[config.mk]
export PLATFORM = sky130hd
export DESIGN_NAME = apmd_top
export DESIGN_NICKNAME = d
export VERILOG_FILES = /design/src/logic/apmd_pkg.sv /design/src/logic/apmd_top.sv
export SDC_FILE = /design/constraint.sdc
export NUM_CORES = 1
export LEC_CHECK = 0
export ABC_AREA = 1
export BUFFER_PORTS_ARGS = -buffer_cell sky130_fd_sc_hd__buf_2
export CAP_MARGIN = 20
export CELL_PAD_IN_SITES_DETAIL_PLACEMENT = 1
export CELL_PAD_IN_SITES_GLOBAL_PLACEMENT = 1
export CORE_MARGIN = 1
export CORE_UTILIZATION = 44
export DETAILED_ROUTE_END_ITERATION = 8
export GPL_ROUTABILITY_DRIVEN = 0
export PLACE_DENSITY = 0.91
export SKIP_CTS_REPAIR_TIMING = 1
export SLEW_MARGIN = 25
export SYNTH_ARGS = -nofsm -noshare
export SYNTH_HDL_FRONTEND = slang
export SYNTH_SLANG_ARGS = --single-unit
[constraint.sdc]
create_clock -name clk_in -period 6.5 [get_ports clk_in]
set_input_delay 0.975 -clock clk_in [delete_from_list [all_inputs] [get_ports clk_in]]
set_output_delay 0.975 -clock clk_in [all_outputs]
set_load 0.005 [all_outputs]
[src/logic/apmd_pkg.sv]
package apmd_pkg;
   // ------------------------------------------------------------
   // Register offsets
   // ------------------------------------------------------------
   localparam logic [7:0] ADDR_ACCEL_X_LOW = 8'h02;
   localparam logic [7:0] ADDR_ACCEL_X_HIGH = 8'h03;
   localparam logic [7:0] ADDR_ACCEL_Y_LOW = 8'h04;
   localparam logic [7:0] ADDR_ACCEL_Y_HIGH = 8'h05;
   localparam logic [7:0] ADDR_ACCEL_Z_LOW = 8'h06;
   localparam logic [7:0] ADDR_ACCEL_Z_HIGH = 8'h07;
   localparam logic [7:0] ADDR_FILTER_BANDWIDTH = 8'h10;
   localparam logic [7:0] ADDR_LOW_POWER_CONTROL = 8'h11;
   localparam logic [7:0] ADDR_LOW_POWER_SELECT = 8'h12;
   localparam logic [7:0] ADDR_DATA_PATH_CONFIG = 8'h13;
   localparam logic [7:0] ADDR_SOFT_RESET_CMD = 8'h14;
   localparam logic [7:0] ADDR_IRQ_PIN_ELECTRICAL = 8'h20;
   localparam logic [7:0] ADDR_SERIAL_WATCHDOG_CONFIG = 8'h34;
   // ------------------------------------------------------------
   // Field positions and values
   // ------------------------------------------------------------
   localparam int BIT_SUSPEND = 7;
   localparam int BIT_LOWPOWER_EN = 6;
   localparam int BIT_DEEP_SUSPEND = 5;
   localparam int BIT_LOWPOWER_MODE = 6;
   localparam int BIT_RAW_STREAM_SELECT = 7;
   localparam int BIT_SHADOW_DISABLE = 6;
   localparam logic [7:0] SOFT_RESET_KEY = 8'hB6;
   localparam logic [7:0] RESET_FILTER_BANDWIDTH = 8'h0F;
   localparam logic [7:0] RESET_ZERO = 8'h00;
   localparam logic [7:0] WATCHDOG_MASK = 8'h06;
   localparam logic [7:0] IRQ_PIN_MASK = 8'h0F;
   localparam logic [7:0] LPC_KEEP_MASK = 8'h20;
   // ------------------------------------------------------------
   // Timing
   // ------------------------------------------------------------
   localparam int CLK_MHZ = 200;
   localparam int RAW_PERIOD_US = 500;
   localparam int RAW_PERIOD_CYC = RAW_PERIOD_US * CLK_MHZ;
   localparam int SUSPEND_WRITE_GAP_US = 450;
   localparam int SUSPEND_WRITE_GAP_CYC = SUSPEND_WRITE_GAP_US * CLK_MHZ;
   // Sleep durations in 0.5 ms units
   localparam int SLEEP_UNIT_US = 500;

   typedef enum logic [2:0] {
      APMD_NORMAL = 3'b000,
      APMD_STANDBY = 3'b001,
      APMD_SUSPEND = 3'b010,
      APMD_DEEP_SUSPEND = 3'b011,
      APMD_LOW_POWER1 = 3'b100,
      APMD_LOW_POWER2 = 3'b101
   } apmd_mode_t;

   typedef struct packed {
      logic [13:0] x;
      logic [13:0] y;
      logic [13:0] z;
   } apmd_sample_t;

   typedef struct packed {
      logic read;
      logic write;
      logic [7:0] addr;
      logic [7:0] wdata;
   } apmd_req_t;
endpackage

[src/logic/apmd_top.sv]
`timescale 1ns/1ps
// Summary of operation
// - Reset leaves device in normal mode, sampling
// - Standby stops acquisition, keeps data and config
// - Mode decoded from four control bits
// - Suspend stops acquisition, keeps data, accepts access
// - Deep suspend loses config; host rewrites settings
// - Watchdog, deep-suspend and pin bits survive
// - Deep suspend toggled only while suspend clear
// - Writing key to reset register restores defaults
// - Low power 1 alternates wake and suspend-like sleep
// - Low power 2 alternates wake and standby-like sleep
// - Wake lasts for samples, interrupts, open access
// - Four-bit code selects sleep duration
// - Fourteen-bit samples split high and low bytes
// - Axis bytes mapped at fixed offsets
// - Low read freezes high byte when shadowing
// - New-data flag set on update, cleared on read
// - Raw at 2 kHz, filtered at twice bandwidth
// - Select bit picks filtered or raw stream
// - Both streams offset-corrected before storing
// - Bandwidth code sets filtered rate, reserved folded
// - Power-on reset restores all defaults
module apmd_top
   import apmd_pkg::*;
#(
   parameter int RAW_PERIOD = RAW_PERIOD_CYC,
   parameter int SLEEP_UNIT = SLEEP_UNIT_US * CLK_MHZ,
   parameter int WAKE_SAMPLES = 1
) (
   input wire logic clk_in,
   input wire logic resetn_in,
   input wire apmd_req_t req_in,
   input wire logic access_busy_in,
   input wire logic irq_hold_in,
   input wire apmd_sample_t raw_sample_in,
   input wire apmd_sample_t filt_sample_in,
   input wire apmd_sample_t offset_in,
   output logic [7:0] rdata_out,
   output logic rvalid_out,
   output logic analog_on_out,
   output logic acquiring_out,
   output apmd_mode_t mode_out,
   output logic [3:0] irq_pin_config_out,
   output logic [1:0] watchdog_config_out
);

   // ------------------------------------------------------------
   // Helpers
   // ------------------------------------------------------------
   function automatic logic [31:0] sleep_units(input logic [3:0] code);
      case (code)
         4'h6: sleep_units = 32'd2;
         4'h7: sleep_units = 32'd4;
         4'h8: sleep_units = 32'd8;
         4'h9: sleep_units = 32'd12;
         4'hA: sleep_units = 32'd20;
         4'hB: sleep_units = 32'd50;
         4'hC: sleep_units = 32'd100;
         4'hD: sleep_units = 32'd200;
         4'hE: sleep_units = 32'd1000;
         4'hF: sleep_units = 32'd2000;
         default: sleep_units = 32'd1;
      endcase
   endfunction

   // Filtered period in raw periods; 64 ms down to 0.5 ms
   function automatic logic [7:0] filt_div(input logic [4:0] bw);
      if (bw[4]) begin
         filt_div = 8'd1;
      end else if (!bw[3]) begin
         filt_div = 8'd128;
      end else begin
         filt_div = 8'h80 >> bw[2:0];
      end
   endfunction

   // ------------------------------------------------------------
   // Configuration registers
   // ------------------------------------------------------------
   logic [7:0] filter_bandwidth;
   logic [7:0] low_power_control;
   logic [7:0] low_power_select;
   logic [7:0] data_path_config;
   logic [7:0] irq_pin_electrical;
   logic [7:0] serial_watchdog_config;
   logic soft_reset;
   logic wr_lpc;
   logic deep_now;
   apmd_mode_t mode;

   assign soft_reset = req_in.write && req_in.addr == ADDR_SOFT_RESET_CMD &&
                       req_in.wdata == SOFT_RESET_KEY;
   assign wr_lpc = req_in.write && req_in.addr == ADDR_LOW_POWER_CONTROL;
   assign deep_now = mode == APMD_DEEP_SUSPEND;

   always_ff @(posedge clk_in or negedge resetn_in) begin
      if (!resetn_in) begin
         low_power_control <= RESET_ZERO;
      end else if (soft_reset) begin
         low_power_control <= RESET_ZERO;
      end else if (wr_lpc) begin
         if (low_power_control[BIT_SUSPEND] || req_in.wdata[BIT_SUSPEND]) begin
            // Deep-suspend bit kept while suspend is set
            low_power_control <= (req_in.wdata & ~LPC_KEEP_MASK) |
                                 (low_power_control & LPC_KEEP_MASK);
         end else if (deep_now) begin
            low_power_control <= req_in.wdata & LPC_KEEP_MASK;
         end else begin
            low_power_control <= req_in.wdata;
         end
      end
   end

   // Lost in deep suspend, restored to defaults on every entry
   always_ff @(posedge clk_in or negedge resetn_in) begin
      if (!resetn_in) begin
         filter_bandwidth <= RESET_FILTER_BANDWIDTH;
         low_power_select <= RESET_ZERO;
         data_path_config <= RESET_ZERO;
      end else if (soft_reset || deep_now) begin
         filter_bandwidth <= RESET_FILTER_BANDWIDTH;
         low_power_select <= RESET_ZERO;
         data_path_config <= RESET_ZERO;
      end else if (req_in.write) begin
         if (req_in.addr == ADDR_FILTER_BANDWIDTH) begin
            filter_bandwidth <= {3'b000, req_in.wdata[4:0]};
         end else if (req_in.addr == ADDR_LOW_POWER_SELECT) begin
            low_power_select <= req_in.wdata & 8'h40;
         end else if (req_in.addr == ADDR_DATA_PATH_CONFIG) begin
            data_path_config <= req_in.wdata & 8'hC0;
         end
      end
   end

   // Survive deep suspend
   always_ff @(posedge clk_in or negedge resetn_in) begin
      if (!resetn_in) begin
         irq_pin_electrical <= RESET_ZERO;
         serial_watchdog_config <= RESET_ZERO;
      end else if (soft_reset) begin
         irq_pin_electrical <= RESET_ZERO;
         serial_watchdog_config <= RESET_ZERO;
      end else if (req_in.write) begin
         if (req_in.addr == ADDR_IRQ_PIN_ELECTRICAL) begin
            irq_pin_electrical <= req_in.wdata & IRQ_PIN_MASK;
         end else if (req_in.addr == ADDR_SERIAL_WATCHDOG_CONFIG) begin
            serial_watchdog_config <= req_in.wdata & WATCHDOG_MASK;
         end
      end
   end

   // ------------------------------------------------------------
   // Mode decode
   // ------------------------------------------------------------
   always_comb begin
      case ({low_power_control[BIT_SUSPEND], low_power_control[BIT_LOWPOWER_EN],
             low_power_control[BIT_DEEP_SUSPEND], low_power_select[BIT_LOWPOWER_MODE]})
         4'b1001: mode = APMD_STANDBY;
         4'b1000: mode = APMD_SUSPEND;
         4'b0010: mode = APMD_DEEP_SUSPEND;
         4'b0100: mode = APMD_LOW_POWER1;
         4'b0101: mode = APMD_LOW_POWER2;
         default: mode = APMD_NORMAL;
      endcase
   end

   // ------------------------------------------------------------
   // Sample timing and duty cycle
   // ------------------------------------------------------------
   logic [31:0] raw_count;
   logic raw_tick;
   logic [7:0] filt_count;
   logic filt_tick;
   logic sleeping;
   logic [31:0] sleep_count;
   logic [7:0] wake_count;
   logic lp_mode;
   logic acquiring;
   logic sample_tick;

   assign lp_mode = mode == APMD_LOW_POWER1 || mode == APMD_LOW_POWER2;
   assign acquiring = mode == APMD_NORMAL || (lp_mode && !sleeping);
   assign raw_tick = raw_count == 32'(RAW_PERIOD - 1);
   assign filt_tick = raw_tick && filt_count == filt_div(filter_bandwidth[4:0]) - 8'd1;
   assign sample_tick = acquiring && (data_path_config[BIT_RAW_STREAM_SELECT] ? raw_tick : filt_tick);

   always_ff @(posedge clk_in or negedge resetn_in) begin
      if (!resetn_in) begin
         raw_count <= '0;
         filt_count <= '0;
      end else if (!acquiring) begin
         raw_count <= '0;
         filt_count <= '0;
      end else if (raw_tick) begin
         raw_count <= '0;
         filt_count <= filt_tick ? 8'd0 : filt_count + 8'd1;
      end else begin
         raw_count <= raw_count + 32'd1;
      end
   end

   always_ff @(posedge clk_in or negedge resetn_in) begin
      if (!resetn_in) begin
         sleeping <= 1'b0;
         sleep_count <= '0;
         wake_count <= '0;
      end else if (!lp_mode) begin
         sleeping <= 1'b0;
         sleep_count <= '0;
         wake_count <= '0;
      end else if (sleeping) begin
         if (sleep_count >= sleep_units(low_power_control[4:1]) * 32'(SLEEP_UNIT) - 32'd1) begin
            sleeping <= 1'b0;
            sleep_count <= '0;
         end else begin
            sleep_count <= sleep_count + 32'd1;
         end
      end else begin
         if (sample_tick && wake_count < 8'(WAKE_SAMPLES)) begin
            wake_count <= wake_count + 8'd1;
         end
         if (wake_count >= 8'(WAKE_SAMPLES) && !access_busy_in && !irq_hold_in) begin
            sleeping <= 1'b1;
            wake_count <= '0;
         end
      end
   end

   // ------------------------------------------------------------
   // Data registers with shadowing
   // ------------------------------------------------------------
   logic [13:0] axis_data [3];
   logic [7:0] high_shadow [3];
   logic [2:0] locked;
   logic [2:0] new_data;
   apmd_sample_t corrected;

   assign corrected.x = (data_path_config[BIT_RAW_STREAM_SELECT] ? raw_sample_in.x : filt_sample_in.x) +
                        offset_in.x;
   assign corrected.y = (data_path_config[BIT_RAW_STREAM_SELECT] ? raw_sample_in.y : filt_sample_in.y) +
                        offset_in.y;
   assign corrected.z = (data_path_config[BIT_RAW_STREAM_SELECT] ? raw_sample_in.z : filt_sample_in.z) +
                        offset_in.z;

   for (genvar a = 0; a < 3; a++) begin : g_axis
      logic [13:0] fresh;
      logic rd_low;
      logic rd_high;
      assign fresh = a == 0 ? corrected.x : (a == 1 ? corrected.y : corrected.z);
      assign rd_low = req_in.read && req_in.addr == ADDR_ACCEL_X_LOW + 8'(2 * a);
      assign rd_high = req_in.read && req_in.addr == ADDR_ACCEL_X_HIGH + 8'(2 * a);
      always_ff @(posedge clk_in or negedge resetn_in) begin
         if (!resetn_in) begin
            axis_data[a] <= '0;
            high_shadow[a] <= '0;
            locked[a] <= 1'b0;
         end else begin
            if (sample_tick) begin
               axis_data[a] <= fresh;
            end
            if (rd_low && !locked[a] && !data_path_config[BIT_SHADOW_DISABLE]) begin
               locked[a] <= 1'b1;
               high_shadow[a] <= axis_data[a][13:6];
            end else if (rd_high || data_path_config[BIT_SHADOW_DISABLE]) begin
               locked[a] <= 1'b0;
            end
         end
      end
      always_ff @(posedge clk_in or negedge resetn_in) begin
         if (!resetn_in) begin
            new_data[a] <= 1'b0;
         end else if (sample_tick) begin
            new_data[a] <= 1'b1;
         end else if (rd_low || rd_high) begin
            new_data[a] <= 1'b0;
         end
      end
   end

   // ------------------------------------------------------------
   // Read port
   // ------------------------------------------------------------
   logic [7:0] next_rdata;
   logic [1:0] axis_sel;
   assign axis_sel = 2'((req_in.addr - ADDR_ACCEL_X_LOW) >> 1);

   always_comb begin
      next_rdata = RESET_ZERO;
      if (req_in.addr >= ADDR_ACCEL_X_LOW && req_in.addr <= ADDR_ACCEL_Z_HIGH) begin
         if (!req_in.addr[0]) begin
            next_rdata = {axis_data[axis_sel][5:0], 1'b0, new_data[axis_sel]};
         end else if (locked[axis_sel]) begin
            next_rdata = high_shadow[axis_sel];
         end else begin
            next_rdata = axis_data[axis_sel][13:6];
         end
      end else if (req_in.addr == ADDR_FILTER_BANDWIDTH) begin
         next_rdata = filter_bandwidth;
      end else if (req_in.addr == ADDR_LOW_POWER_CONTROL) begin
         next_rdata = low_power_control;
      end else if (req_in.addr == ADDR_LOW_POWER_SELECT) begin
         next_rdata = low_power_select;
      end else if (req_in.addr == ADDR_DATA_PATH_CONFIG) begin
         next_rdata = data_path_config;
      end else if (req_in.addr == ADDR_IRQ_PIN_ELECTRICAL) begin
         next_rdata = irq_pin_electrical;
      end else if (req_in.addr == ADDR_SERIAL_WATCHDOG_CONFIG) begin
         next_rdata = serial_watchdog_config;
      end
   end

   always_ff @(posedge clk_in or negedge resetn_in) begin
      if (!resetn_in) begin
         rdata_out <= '0;
         rvalid_out <= 1'b0;
      end else begin
         rdata_out <= req_in.read ? next_rdata : rdata_out;
         rvalid_out <= req_in.read;
      end
   end

   // ------------------------------------------------------------
   // Status outputs
   // ------------------------------------------------------------
   always_ff @(posedge clk_in or negedge resetn_in) begin
      if (!resetn_in) begin
         analog_on_out <= 1'b0;
         acquiring_out <= 1'b0;
         mode_out <= APMD_NORMAL;
         irq_pin_config_out <= '0;
         watchdog_config_out <= '0;
      end else begin
         analog_on_out <= acquiring;
         acquiring_out <= acquiring;
         mode_out <= mode;
         irq_pin_config_out <= irq_pin_electrical[3:0];
         watchdog_config_out <= serial_watchdog_config[2:1];
      end
   end

   // ------------------------------------------------------------
   // Checks
   // ------------------------------------------------------------
   property p_soft_reset;
      @(posedge clk_in) disable iff (!resetn_in)
      soft_reset |=> mode == APMD_NORMAL && low_power_control == RESET_ZERO;
   endproperty
   a_soft_reset: assert property (p_soft_reset) else $error("Soft reset missed");

   property p_standby_idle;
      @(posedge clk_in) disable iff (!resetn_in)
      mode == APMD_STANDBY |-> !sample_tick;
   endproperty
   a_standby_idle: assert property (p_standby_idle) else $error("Standby sampled");

   property p_suspend_idle;
      @(posedge clk_in) disable iff (!resetn_in)
      mode == APMD_SUSPEND |=> !acquiring_out;
   endproperty
   a_suspend_idle: assert property (p_suspend_idle) else $error("Suspend acquiring");

   property p_deep_lock;
      @(posedge clk_in) disable iff (!resetn_in)
      wr_lpc && !soft_reset && low_power_control[BIT_SUSPEND] |=>
         $stable(low_power_control[BIT_DEEP_SUSPEND]);
   endproperty
   a_deep_lock: assert property (p_deep_lock) else $error("Deep bit moved under suspend");

   property p_deep_clears;
      @(posedge clk_in) disable iff (!resetn_in)
      deep_now ##1 deep_now |-> data_path_config == RESET_ZERO && filter_bandwidth == RESET_FILTER_BANDWIDTH;
   endproperty
   a_deep_clears: assert property (p_deep_clears) else $error("Config kept in deep suspend");

   property p_new_data;
      @(posedge clk_in) disable iff (!resetn_in)
      sample_tick |=> new_data == 3'b111;
   endproperty
   a_new_data: assert property (p_new_data) else $error("New-data flag not set");

   property p_shadow;
      @(posedge clk_in) disable iff (!resetn_in)
      locked[0] && !(req_in.read && req_in.addr == ADDR_ACCEL_X_HIGH) && !data_path_config[BIT_SHADOW_DISABLE]
         |=> $stable(high_shadow[0]);
   endproperty
   a_shadow: assert property (p_shadow) else $error("Shadowed high byte changed");

   property p_raw_rate;
      @(posedge clk_in) disable iff (!resetn_in)
      raw_tick |=> raw_count == 32'd0;
   endproperty
   a_raw_rate: assert property (p_raw_rate) else $error("Raw period wrong");

   property p_sleep_no_sample;
      @(posedge clk_in) disable iff (!resetn_in)
      sleeping |-> !sample_tick;
   endproperty
   a_sleep_no_sample: assert property (p_sleep_no_sample) else $error("Sampled while asleep");

endmodule

==> run_results.csv <==
group,metric,value,unit
status,outcome,"complete, but fails checks",
status,failed_checks,"setup timing",
layout,n_fill_cell,4363,
route,routed_wirelength,56.3,mm
route,drt_iter0_markers,958,
floorplan,ioPinCount,168,
power,power_leakage,9.36,nW
layout,fin_nets,2661,
yosys,ys_types,59,
setup_path,critPathCaptureType,"flop",
setup_path,crit_type,"flop to flop",
cts,cts_tree,"done",
yosys,syn_nets,2452,
cts,root_buffer,"clkbuf_16",
route,wl_per_cell,20.1,microns
yosys,ys_seq_area_share,31.1,%
sta,setup_viol,33,
placement,port_buffers,167,
layout,final_cell_mix,"nand2_1, inv_1, dfrtp_1, buf_2, nor2_1",
setup_path,arrival,7.29,ns
placement,placedCellCount,2730,
global_route,overflow,0,
yosys,syn_area,15600,sq um
layout,syn2layout_area_growth,19.1,%
route,dr_total_vias,16000,
power,ir_drop,0.347,mV
global_route,grt_first_pass_wirelength,80.1,mm
sta,slew_viol_final,0,
global_route,grt_antenna_before_repair,2,
yosys,synth_area_per_cell,7.35,sq um
layout,instances_no_fill,2807,
cts,cts_made_buffers,17,
hold_path,hold_class,"flop to flop",
layout,layout_commonest_cell,"nand2_1",
sta,hold_violations,0,
placement,dp_slack,-0.348,ns
setup_path,cp.required,6.87,ns
cts,cts.sinks,194,
power,p_per_area,432,nW/um^2
global_route,grt_usage,27.6,%
global_route,grt_max_degree,80,
setup_path,critPathMostFrequentCell,"inv_1",
yosys,async_flop_share,100,%
setup_path,critPathMaxFanout,8,
sta,finalCriticalPeriod,6.92,ns
route,drt-pass1-iter-count,5,
setup_path,crit_slowest_cell,"fa_1",
floorplan,coreArea,34800,sq um
sta,fmax,145,MHz
sta,skew,0.0198,ns
cts,h-tree-depth,4,
global_route,grt_pass1_vias,16000,
floorplan,initial_core_util,44.9,%
yosys,yosysWarnings,0,
placement,dp_hpwl,38.6,mm
setup_path,worstSetupStartpointType,"flop",
floorplan,fp.dieArea,36300,sq um
cts,clock_path_buffers,2,
yosys,ys_seq_elements,194,
setup_path,worst_path_largest_cell_delay,0.56,ns
sta,tns,-12.23,ns
yosys,ys.flop_type,"dfrtp_1",
cts,clk_latency,0.46,ns
sta,timing.slew.headroom,29.0,%
route,antenna_left,0,
sta,tightest_slew,1.06,ns
route,vias_per_cell,5.69,
route,drc_errors,0,
sta,setup_ws,-0.418,ns
yosys,synthCells,2128,
job,maxCapViolCount,0,
cts,cts.clk_slew.worst_paths,0.09,ns
floorplan,dieHeight,191,microns
floorplan,rows,68,
sta,fin_crit_sh,106,%
layout,layout-drive-gt1-share,18.4,%
yosys,synth_edf_count,0,
floorplan,die_w,191,microns
report_power, final:
part	switching [mW]	internal, mW
sequential	0.0437	1.25
clock	0.541	0.595
combinational	3.48	2.14
total	4.06	3.98
synthesized netlist by cell type, drive strengths merged, types with 2 or more instances:
cell type | instances | area (sq um)
dfrtp | 190 | 4750
inv | 291 | 1090
o2111ai | 4 | 35.0
xor2 | 75 | 664
nor4 | 16 | 113
a22o | 4 | 35.0
nand4 | 48 | 307
a21oi | 117 | 586
dfstp | 4 | 105
nand2 | 569 | 2160
o21bai | 4 | 30.0
o211ai | 3 | 22.5
nand3 | 100 | 500
nor2 | 164 | 656
nand3b | 2 | 15.0
buf | 13 | 88.8
o31ai | 5 | 37.5
clkbuf | 24 | 90.1
clkinv | 2 | 7.51
a22oi | 6 | 45.0
ha | 153 | 1910
o22ai | 24 | 150
o21ai | 160 | 850
o21a | 4 | 30.0
nor3 | 44 | 241
o311ai | 2 | 17.5
a211oi | 2 | 15.0
or2 | 12 | 75.1
fa | 23 | 460
o221ai | 2 | 23.8
mux2 | 2 | 22.5
a31oi | 8 | 56.3
xnor2 | 42 | 368
kinds of logic after synthesis:
logic type               synth area share, %
AO/OA/AOI/OAI                           12.7
adder cells (fa/ha/maj)                 15.2
AND/OR/NAND/NOR                         26.1
buffers and inverters                   8.18
XOR/XNOR                                6.60
flip-flops                              31.1
multiplexers                           0.144
other                                 0.0240
area by class of cell:
class	instances	area, sq um	area share (%)
clock inverters	13	165	0.887
inverters	293	1110	5.96
diodes	2	5.00	0.0269
flip-flops and latches	194	4860	26.1
repair buffers	227	1360	7.29
well taps	455	569	3.06
clock buffers	19	443	2.38
multi-input cells	1604	10100	54.3
per-stage QoR:
stage | hold WS (ns) | total power [mW] | util (%) | cell area (sq um)
after floorplan | 0.374 | 4.08 | - | 15600
after global placement | 0.396 | 4.85 | 48.9 | 17000
after detailed placement | 0.410 | 5.08 | 48.9 | 17000
after CTS | 0.428 | 6.26 | 50.6 | 17600
after global routing | 0.444 | 8.50 | 53.5 | 18600
final | 0.430 | 8.05 | 53.5 | 18600
critical path, delay by kind of cell, from the launching register on:
| kind | cells | cell delay [ns] |
|---|---|---|
| flops | 1 | 0.50 |
| fa+ha+maj | 8 | 2.93 |
| compound gates | 4 | 0.52 |
| xor+xnor | 1 | 0.24 |
| simple gates | 12 | 1.92 |
| buf+inv | 7 | 0.71 |
flip-flops by register name, indices dropped and copies added (netlist names):
signal	flops
acquiring_out	1
axis_data	42
data_path_config	2
filt_count	8
filter_bandwidth	5
high_shadow	24
irq_pin_config_out	4
irq_pin_electrical	4
locked	3
low_power_control	8
low_power_select	1
mode_out	3
new_data	3
raw_count	32
rdata_out	8
rvalid_out	1
serial_watchdog_config	2
sleep_count	32
sleeping	1
wake_count	8
watchdog_config_out	2
per-layer routing:
metal  track usage [%]  routed length [microns]
met1              34.7                    23100
met2              47.8                    27600
met3              4.16                     3120
met4              10.2                     2490
met5                 0                        0
path summary, 6_finish.rpt:
path	from	end	slack (ns)	depth (start not counted)
setup reg to reg	low_power_control[1]	sleep_count[25]	-0.42	32
hold / removal	irq_pin_electrical[3]	irq_pin_config_out[3]	0.43	0
setup / recovery	low_power_control[1]	sleep_count[25]	-0.42	32
max in group asynchronous	resetn_in	low_power_control[4]	4.85	2
min in group asynchronous	resetn_in	raw_count[16]	0.50	1
hold reg to reg	irq_pin_electrical[3]	irq_pin_config_out[3]	0.43	0
No activity file was read; power rests on OpenSTA's default activity.
